[src/tad_pkg.sv]
// Function
// RULE1: The host supplies the channel-select and reference-mode bits serially, and the device sets its input multiplexer and reference routing from them.
// RULE2: With the reference-mode bit high, codes 000, 010, 110 and 111 select temperature diode 0, battery, auxiliary input and temperature diode 1, with all panel drivers off.
// RULE3: In single-ended mode, 001 measures Y on X+ with Y drivers on, 011 measures Z1 on X+, 100 measures Z2 on Y- with X- and Y+ on, and 101 measures X on Y+ with X drivers on.
// RULE4: With the reference-mode bit low, 001 uses reference Y+/Y- driving Y+ and Y-, 011 and 100 use Y+/X- driving Y+ and X-, and 101 uses X+/X- driving X+ and X-.
// RULE5: With the reference-mode bit low, the reference inputs connect straight to the driven panel plates so the result is ratiometric.
// RULE6: The internal 2.5V reference is on when the reference power bit is 1 and off when it is 0.
// RULE7: After power-up the host sends a control byte with the reference power bit cleared so the internal reference is surely off.
// RULE8: One output code step weighs the reference voltage divided by 4096, a twelve-bit result.
// RULE9: The host uses differential mode only with the supply as positive reference, and single-ended mode with a precision reference for non-ratiometric work.
// RULE10: The battery divide-by-4 network is on only while the battery code is being sampled.
// RULE11: With the reference-mode bit low and an unlisted channel code, all panel drivers stay off and the result is undefined.
package tad_pkg;

  // ***************************************************
  // Register port
  // ***************************************************
  localparam int unsigned ADDR_W     = 4;
  localparam int unsigned DATA_W     = 8;
  localparam logic [3:0]  OFS_CTRL   = 4'h0;
  localparam logic [3:0]  OFS_ROUTE  = 4'h1;
  localparam logic [3:0]  OFS_DRIVE  = 4'h2;

  // ***************************************************
  // Control byte fields
  // ***************************************************
  localparam int unsigned CB_START   = 7;
  localparam int unsigned CB_CHAN_HI = 6;
  localparam int unsigned CB_CHAN_LO = 4;
  localparam int unsigned CB_RES8    = 3;
  localparam int unsigned CB_REFMODE = 2;
  localparam int unsigned CB_REFPWR  = 1;
  localparam int unsigned CB_ADCPWR  = 0;
  // Reference power bit clear after reset: internal reference off
  localparam logic [7:0]  CTRL_RESET = 8'h00;

  // ***************************************************
  // Channel codes
  // ***************************************************
  localparam logic [2:0] CH_TEMP0 = 3'h0;
  localparam logic [2:0] CH_YPOS  = 3'h1;
  localparam logic [2:0] CH_VBAT  = 3'h2;
  localparam logic [2:0] CH_Z1    = 3'h3;
  localparam logic [2:0] CH_Z2    = 3'h4;
  localparam logic [2:0] CH_XPOS  = 3'h5;
  localparam logic [2:0] CH_AUX   = 3'h6;
  localparam logic [2:0] CH_TEMP1 = 3'h7;

  // ***************************************************
  // Converter resolution
  // ***************************************************
  localparam int unsigned RESULT_BITS = 12;                 // [RULE8]
  localparam int unsigned LSB_DIVISOR = 1 << RESULT_BITS;   // [RULE8]

  // Positive input of the converter
  typedef enum logic [2:0] {
    TAD_IN_TEMP0,
    TAD_IN_TEMP1,
    TAD_IN_VBAT,
    TAD_IN_AUX,
    TAD_IN_XP,
    TAD_IN_YP,
    TAD_IN_YN
  } tad_in_t;

  // Reference sources
  typedef enum logic [1:0] {
    TAD_RP_PIN,
    TAD_RP_YP,
    TAD_RP_XP
  } tad_refp_t;

  typedef enum logic [1:0] {
    TAD_RN_GND,
    TAD_RN_YN,
    TAD_RN_XN
  } tad_refn_t;

endpackage

[src/tad_decode.sv]
`timescale 1ns/10ps
`default_nettype none
module tad_decode (
  input  wire logic         [2:0] chan,
  input  wire logic               ser_mode,
  output tad_pkg::tad_in_t        in_sel,
  output tad_pkg::tad_refp_t      ref_pos,
  output tad_pkg::tad_refn_t      ref_neg,
  output logic                    drv_xp,
  output logic                    drv_xn,
  output logic                    drv_yp,
  output logic                    drv_yn,
  output logic                    vbat_sel
);

  always_comb begin
    in_sel   = tad_pkg::TAD_IN_TEMP0;
    ref_pos  = tad_pkg::TAD_RP_PIN;
    ref_neg  = tad_pkg::TAD_RN_GND;
    drv_xp   = 1'b0;
    drv_xn   = 1'b0;
    drv_yp   = 1'b0;
    drv_yn   = 1'b0;
    vbat_sel = 1'b0;
    case (chan)                                           // [RULE1]
      tad_pkg::CH_TEMP0: begin
        in_sel = tad_pkg::TAD_IN_TEMP0;                   // [RULE2]
      end
      tad_pkg::CH_VBAT: begin
        in_sel   = tad_pkg::TAD_IN_VBAT;                  // [RULE2]
        vbat_sel = 1'b1;
      end
      tad_pkg::CH_AUX: begin
        in_sel = tad_pkg::TAD_IN_AUX;                     // [RULE2]
      end
      tad_pkg::CH_TEMP1: begin
        in_sel = tad_pkg::TAD_IN_TEMP1;                   // [RULE2]
      end
      tad_pkg::CH_YPOS: begin
        in_sel = tad_pkg::TAD_IN_XP;                      // [RULE3]
        drv_yp = 1'b1;
        drv_yn = 1'b1;                                    // [RULE4]
        if (!ser_mode) begin
          ref_pos = tad_pkg::TAD_RP_YP;                   // [RULE5]
          ref_neg = tad_pkg::TAD_RN_YN;
        end
      end
      tad_pkg::CH_Z1, tad_pkg::CH_Z2: begin
        // Enum target: explicit branches keep both sides of one type
        if (chan == tad_pkg::CH_Z1) begin
          in_sel = tad_pkg::TAD_IN_XP;                    // [RULE3]
        end else begin
          in_sel = tad_pkg::TAD_IN_YN;
        end
        drv_yp = 1'b1;
        drv_xn = 1'b1;                                    // [RULE4]
        if (!ser_mode) begin
          ref_pos = tad_pkg::TAD_RP_YP;                   // [RULE5]
          ref_neg = tad_pkg::TAD_RN_XN;
        end
      end
      tad_pkg::CH_XPOS: begin
        in_sel = tad_pkg::TAD_IN_YP;                      // [RULE3]
        drv_xp = 1'b1;
        drv_xn = 1'b1;                                    // [RULE4]
        if (!ser_mode) begin
          ref_pos = tad_pkg::TAD_RP_XP;                   // [RULE5]
          ref_neg = tad_pkg::TAD_RN_XN;
        end
      end
      default: begin
        in_sel = tad_pkg::TAD_IN_TEMP0;
      end
    endcase
    // Non-panel codes keep drivers off in either mode
  end

endmodule
`default_nettype wire

[src/tad_mux_ctrl.sv]
`timescale 1ns/10ps
`default_nettype none
module tad_mux_ctrl (
  input  wire logic                         clk,
  input  wire logic                         rst,
  input  wire logic [tad_pkg::ADDR_W-1:0]   addr,
  input  wire logic [tad_pkg::DATA_W-1:0]   wdata,
  input  wire logic                         wr,
  input  wire logic                         rd,
  input  wire logic                         sample_active,
  output logic      [tad_pkg::DATA_W-1:0]   rdata,
  output tad_pkg::tad_in_t                  in_sel,
  output tad_pkg::tad_refp_t                ref_pos,
  output tad_pkg::tad_refn_t                ref_neg,
  output logic                              drv_xp,
  output logic                              drv_xn,
  output logic                              drv_yp,
  output logic                              drv_yn,
  output logic                              ref_int_en,
  output logic                              vbat_div_en,
  output logic                              res_8bit,
  output logic                              adc_pwr_keep
);

  // ***************************************************
  // Control byte
  // ***************************************************
  logic [7:0] ctrl_reg;
  logic [7:0] ctrl_next;

  always_comb begin
    ctrl_next = ctrl_reg;
    if (wr && addr == tad_pkg::OFS_CTRL && wdata[tad_pkg::CB_START]) begin
      ctrl_next = wdata;                                  // [RULE1]
    end
  end

  always_ff @(posedge clk) begin
    if (rst) begin
      ctrl_reg <= tad_pkg::CTRL_RESET;
    end else begin
      ctrl_reg <= ctrl_next;
    end
  end

  // ***************************************************
  // Decode
  // ***************************************************
  tad_pkg::tad_in_t   dec_in;
  tad_pkg::tad_refp_t dec_rp;
  tad_pkg::tad_refn_t dec_rn;
  logic dec_xp;
  logic dec_xn;
  logic dec_yp;
  logic dec_yn;
  logic dec_vbat;

  tad_decode u_decode (
    .chan     (ctrl_reg[tad_pkg::CB_CHAN_HI:tad_pkg::CB_CHAN_LO]),
    .ser_mode (ctrl_reg[tad_pkg::CB_REFMODE]),
    .in_sel   (dec_in),
    .ref_pos  (dec_rp),
    .ref_neg  (dec_rn),
    .drv_xp   (dec_xp),
    .drv_xn   (dec_xn),
    .drv_yp   (dec_yp),
    .drv_yn   (dec_yn),
    .vbat_sel (dec_vbat)
  );

  // ***************************************************
  // Registered outputs
  // ***************************************************
  tad_pkg::tad_in_t   in_sel_reg;
  tad_pkg::tad_refp_t ref_pos_reg;
  tad_pkg::tad_refn_t ref_neg_reg;
  logic [3:0] drv_reg;
  logic [3:0] drv_next;
  logic       ref_int_reg;
  logic       ref_int_next;
  logic       vbat_div_reg;
  logic       vbat_div_next;
  logic [7:0] rdata_reg;
  logic [7:0] rdata_next;

  always_comb begin
    drv_next      = {dec_xp, dec_xn, dec_yp, dec_yn};     // [RULE3] [RULE4] [RULE11]
    ref_int_next  = ctrl_reg[tad_pkg::CB_REFPWR];        // [RULE6]
    // Divider draws battery current, so only during the acquire window
    vbat_div_next = dec_vbat && sample_active;           // [RULE10]
    rdata_next    = 8'h00;
    if (rd) begin
      case (addr)
        tad_pkg::OFS_CTRL:  rdata_next = ctrl_reg;
        tad_pkg::OFS_ROUTE: rdata_next = {1'b0, in_sel_reg, ref_pos_reg, ref_neg_reg};
        tad_pkg::OFS_DRIVE: rdata_next = {2'h0, vbat_div_reg, ref_int_reg, drv_reg};
        default:            rdata_next = 8'h00;
      endcase
    end
  end

  always_ff @(posedge clk) begin
    if (rst) begin
      in_sel_reg   <= tad_pkg::TAD_IN_TEMP0;
      ref_pos_reg  <= tad_pkg::TAD_RP_PIN;
      ref_neg_reg  <= tad_pkg::TAD_RN_GND;
      drv_reg      <= 4'h0;
      ref_int_reg  <= 1'b0;
      vbat_div_reg <= 1'b0;
      rdata_reg    <= 8'h00;
    end else begin
      in_sel_reg   <= dec_in;                             // [RULE2]
      ref_pos_reg  <= dec_rp;                             // [RULE5]
      ref_neg_reg  <= dec_rn;
      drv_reg      <= drv_next;
      ref_int_reg  <= ref_int_next;
      vbat_div_reg <= vbat_div_next;
      rdata_reg    <= rdata_next;
    end
  end

  assign rdata        = rdata_reg;
  assign in_sel       = in_sel_reg;
  assign ref_pos      = ref_pos_reg;
  assign ref_neg      = ref_neg_reg;
  assign drv_xp       = drv_reg[3];
  assign drv_xn       = drv_reg[2];
  assign drv_yp       = drv_reg[1];
  assign drv_yn       = drv_reg[0];
  assign ref_int_en   = ref_int_reg;
  assign vbat_div_en  = vbat_div_reg;
  assign res_8bit     = ctrl_reg[tad_pkg::CB_RES8];
  assign adc_pwr_keep = ctrl_reg[tad_pkg::CB_ADCPWR];

endmodule
`default_nettype wire

[config.mk]
export PLATFORM = sky130hd
export DESIGN_NAME = tad_mux_ctrl
export DESIGN_NICKNAME = d
export VERILOG_FILES = /design/src/tad_pkg.sv /design/src/tad_decode.sv /design/src/tad_mux_ctrl.sv
export SDC_FILE = /design/constraint.sdc
export NUM_CORES = 1
export LEC_CHECK = 0
export BUFFER_PORTS_ARGS = -buffer_cell sky130_fd_sc_hd__buf_2
export CORE_ASPECT_RATIO = 1.25
export CORE_MARGIN = 2
export CORE_UTILIZATION = 43
export CTS_BUF_LIST = sky130_fd_sc_hd__clkbuf_16
export DETAILED_ROUTE_END_ITERATION = 12
export HOLD_SLACK_MARGIN = 0.15
export PLACE_DENSITY = 0.72
export RECOVER_POWER = 50
export SYNTH_ARGS = -nofsm -noshare
export SYNTH_HDL_FRONTEND = slang
export SYNTH_SLANG_ARGS = --single-unit
export TNS_END_PERCENT = 20
[constraint.sdc]
create_clock -name clk -period 1.33 [get_ports clk]
set_input_delay 0.266 -clock clk [delete_from_list [all_inputs] [get_ports clk]]
set_output_delay 0.266 -clock clk [all_outputs]
set_load 0.005 [all_outputs]
==> impl_metrics.toml, run 1 <==
[power_and_ir_drop]
p_leak_nw = 0.627
internal_power_mw = 1.59
clkPwrFrac = 0.506
p_per_area_nw_per_um2 = 1310
p_comb_frac = 0.045
p_seq_frac = 0.448
p_switching_uw = 375
swShare = 0.191
irDropWorstVdd_mv = 0.943

[timing]
setup_viol = 0
period_share = 0.833
fin_ws_ns = 0.222
skew_ns = 0.00161
rsz0062_at_grt = "no"
worst_slew_pin_slew_ns = 0.282
hold_slack_ns = 0.258
finalHoldViolations = 0
slew_headroom = 0.812
max_clock_freq_mhz = 902
slew_violations = 0
fin_crit_ns = 1.11

[place]
placed_cell_area_um2 = 1380
port_buffers = 39
dpl.hpwl_mm = 1.65
pre_cts_ws_ns = -0.0568
gp_congestion = 0.749

[global_route]
grt_max_degree = 22
met3_usage = 0.0461
gr-usage-met2 = 0.276
grt_pass1_vias = 863
grt_pass1_wl_mm = 3.64
use_met1 = 0.175
antenna_found_initial = 0
busiest_layer = "met2"
grt_use_total = 0.162
overflow = 0

[synthesis]
ys_async_sr_fraction = 0
synth-edff-count = 0
syn_avg_cell_area_um2 = 10.5
synth_nets = 125
synth_area_um2 = 1130
ys.flop_type = "dfxtp_1"
yosys.area.top_type = "dfxtp_1"
ys_seq_area_frac = 0.512
ys_top_cells_by_area = "dfxtp_1 51%, mux2i_1 11%, nand2b_1 7.7%"
ys_types = 22
synth-seq-cells = 29
synthCells = 108
yosysTopAreaCellShare = 0.512
ys_warn_count = 0

[drt]
antenna_left = 0
drc = 0
drt_first_pass_iters = 4
routedWlPerCell_um = 11.5
vias = 885
wl_mm = 2.15
drt_iter0_markers = 17
vias_per_cell = 4.73

[clock_tree]
clock_sinks = 29
cts_hold_buf = 0
clock_latency_ns = 0.27
htreeDepth = 2
cts_buffer_depth = 2
cts_buffers = 5
post_cts_resized = 0
cts_tree = "built"
post_cts_buffers = 0
clkSlewWorstSetupHoldPaths_ns = 0.04
ctsRootBufferMaster = "clkbuf_16"

[final_layout]
design_area_um2 = 1500
nets = 172
final_cell_mix = "32 x buf_2, 29 x dfxtp_1, 14 x nand2b_1, 12 x mux2i_1, 8 x clkbuf_1"
final_util = 0.605
final_common_cell = "buf_2"
area_growth_pct = 32.1
diodes = 0
layout-drive-gt1-share = 0.351

[hold_path]
hold_path.class = "primary input to flop"

[run_status]
status = "finished clean"

[worst_setup_path]
end_kind = "flop"
worstPathArrival_ns = 1.30
crit_type = "primary input to flop"
startpoint_type = "primary input"
required_ns = 1.53
critPathMaxFanout = 6

[floorplan]
start_util = 0.458
row_count = 20
die_w_um = 49.9
core_um2 = 2480
die_area_um2 = 3070
ioPinCount = 40
fp.dieH_um = 61.4

[flow_run]
drv_cap = 0
## power groups by stage
stage                     registers [mW]  logic, mW  clock network, mW
after CTS                          0.879     0.0904               1.01
after detailed placement           0.895     0.0906                  0
after floorplan                    0.894     0.0551                  0
final                              0.879     0.0891              0.992
after global placement             0.895     0.0886                  0
after global routing               0.878     0.0990               1.06
## through the flow
stage               power, mW  instances  setup TNS [ns]
global route             2.03        187               0
finish                   1.96        187               0
CTS                      1.98        187               0
detailed placement      0.985        181          -0.331
global placement        0.983        181         -0.0481
floorplan               0.949        108         -0.0385
## worst paths after layout
kind                                  start          end  slack, ns  cells after the start
worst max-delay path                addr[2]  ctrl_reg[3]       0.22                      5
worst min-delay path               wdata[0]  ctrl_reg[0]       0.26                      3
worst max register to register  ctrl_reg[6]   ref_pos[0]       0.27                      3
worst min register to register   ref_neg[0]     rdata[0]       0.45                      2
## per-layer routing
layer  vias up  share of wire
li1        457              -
met1       397           0.43
met2        25           0.50
met3         6          0.050
met4         0          0.024
met5         -              0
## cells in the mapped netlist, drive strengths merged (3+ instances only)
| cell | instances |
|---|---|
| nand2 | 7 |
| nor2 | 5 |
| nor3 | 6 |
| nor2b | 4 |
| a21oi | 7 |
| nand3b | 3 |
| dfxtp | 29 |
| or2 | 5 |
| buf | 4 |
| mux2i | 12 |
| clkbuf | 3 |
| nand2b | 14 |
## cells by family (layout without fill, tap and decap cells)
| group | Yosys count | after routing | share of synthesized area |
|---|---|---|---|
| and+or+nand+nor | 49 | 49 | 0.273 |
| DFF | 29 | 29 | 0.512 |
| muxes | 13 | 13 | 0.119 |
| AOI/OAI and AO/OA | 10 | 10 | 0.0519 |
| buffers and inverters | 7 | 53 | 0.0441 |
## area by class of cell
type	count	area, µm²
flip-flops and latches	29	581
well taps	33	41.3
clock buffers	5	125
fillers	232	980
repair buffers	47	243
clock inverters	1	5.00
multi-input cells	72	503
## critical path, cell delays in order
cell and delay (ns):
buf_2 0.12, nor4_4 0.28, and3_1 0.26, buf_4 0.19, mux2i_1 0.19
No activity file was read; power rests on OpenSTA's default activity.
==> inputs of run 2 (changes only) <==
- CORE_UTILIZATION: 43 -> 48
- PLACE_DENSITY: 0.72 -> 0.76
- clock period: 1.33 -> 1.1 ns (I/O delays scaled with it)
==> run 2 against run 1 <==
  * Non-clock buffer count increased by 4
  * Count of clock-buffer cells in the layout unchanged
  * Sequential cell count unchanged
  * Die area decreased by 9.7%
  * Total power increased by 24%
  * Wire length increased by 9.8%
  * Sequential power increased by 21%
  * Cell count increased by 2.1%
  * Critical path type unchanged
  * Largest cell class unchanged
  * Highest routed layer unchanged
==> impl_metrics.toml, run 2 (synthesized netlist as in run 1, its figures left out) <==
[run_status]
status = "finished clean"

[floorplan]
fp.dieH_um = 58.3
start_util = 0.513
die_w_um = 47.5
row_count = 19
core_um2 = 2210
die_area_um2 = 2770
ioPinCount = 40

[final_layout]
layout-drive-gt1-share = 0.375
final_common_cell = "buf_2"
nets = 176
fillCellCount = 192
diodes = 0
final_util = 0.698
area_growth_pct = 36.1
final_cell_mix = "32 x buf_2, 29 x dfxtp_1, 14 x nand2b_1, 12 x mux2i_1, 9 x buf_4"

[drt]
drt_first_pass_iters = 4
antenna_left = 0
vias = 922
drc = 0
drt_iter0_markers = 16
routedWlPerCell_um = 12.4
vias_per_cell = 4.83
wl_mm = 2.36

[timing]
rsz0062_at_grt = "no"
hold_slack_ns = 0.210
max_clock_freq_mhz = 958
slew_violations = 0
skew_ns = 0.00299
slew_headroom = 0.813
setup_viol = 0
worst_slew_pin_slew_ns = 0.278
fin_crit_ns = 1.04
period_share = 0.949
finalHoldViolations = 0

[power_and_ir_drop]
internal_power_mw = 1.94
clkPwrFrac = 0.517
swShare = 0.205
p_switching_uw = 499
p_per_area_nw_per_um2 = 1580
p_leak_nw = 0.655
p_seq_frac = 0.436
irDropWorstVdd_mv = 1.41
p_comb_frac = 0.048

[worst_setup_path]
cp_cell_sequence = "buf_2 > nor4_4 > and3_4 > buf_4 > mux2i_1"
reg2reg_slack_ns = 0.07
critPathMaxFanout = 6
startpoint_type = "primary input"
critical-path-slowest-cell = "nor4_4"
worstPathArrival_ns = 1.24
critPathMaxStageDelay_ns = 0.29
critical_path_buf_inv_count = 2
end_kind = "flop"
crit_family = "simple AND/OR/NAND/NOR gates"
required_ns = 1.30
crit_type = "primary input to flop"

[global_route]
antenna_found_initial = 0
met3_usage = 0.0552
grt_max_degree = 22
overflow = 0
gr-usage-met2 = 0.317
grt_use_total = 0.199
busiest_layer = "met2"
use_met1 = 0.209
grt_pass1_wl_mm = 3.75
grt_pass1_vias = 893

[place]
dpl.hpwl_mm = 1.75
gp_congestion = 0.758
port_buffers = 39

[clock_tree]
htreeDepth = 2
post_cts_buffers = 0
cts_buffer_depth = 2
cts_buffers = 5
clkSlewWorstSetupHoldPaths_ns = 0.05
clock_sinks = 29
cts_tree = "built"
cts_hold_buf = 0
ctsRootBufferMaster = "clkbuf_16"
post_cts_resized = 0
clock_latency_ns = 0.27

[flow_run]
drv_cap = 0

[hold_path]
hold_path.class = "primary input to flop"
[run 2: power groups by stage]
stage	sequential (mW)	clock [mW]	combinational (mW)
after floorplan	1.08	0	0.0666
after global placement	1.08	0	0.110
after detailed placement	1.08	0	0.113
after CTS	1.06	1.28	0.114
after global routing	1.06	1.33	0.126
final	1.06	1.26	0.116
[run 2: final cells by class]
class                           count  area (µm²)  area share
Sequential cell                    29         581       0.376
Multi-Input combinational cell     72         512       0.332
Timing Repair Buffer               51         273       0.177
Clock buffer                        5         125      0.0811
Tap cell                           31        38.8      0.0251
Clock inverter                      3        13.8     0.00892
[run 2: layer usage]
layer / up-vias / wire length [µm]
met5: - / 0
met4: 0 / 87
met3: 10 / 124
met2: 29 / 1220
met1: 420 / 923
li1: 463 / -
[run 2: tightest hold or removal path, stage by stage]
cell	delay (ns)
buf_2	0.09
nand2b_1	0.06
mux2i_1	0.06
[run 2: path summary, 6_finish.rpt]
| kind | from | to | cells past startpoint |
|---|---|---|---|
| hold / removal | wdata[6] | ctrl_reg[6] | 3 |
| hold reg to reg | ref_neg[1] | rdata[1] | 2 |
| setup / recovery | addr[2] | ctrl_reg[3] | 5 |
| setup reg to reg | ctrl_reg[4] | rdata[4] | 3 |
[run 2: per-stage QoR]
stage	worst slack (ns)	TNS, ns	area [µm²]	power (mW)	instances
floorplan	-0.223	-0.542	1140	1.15	108
global placement	-0.209	-2.41	1410	1.19	183
detailed placement	-0.245	-2.93	1410	1.19	183
CTS	0.0309	0	1550	2.45	191
global route	0.00707	0	1540	2.52	191
finish	0.0560	0	1540	2.43	191
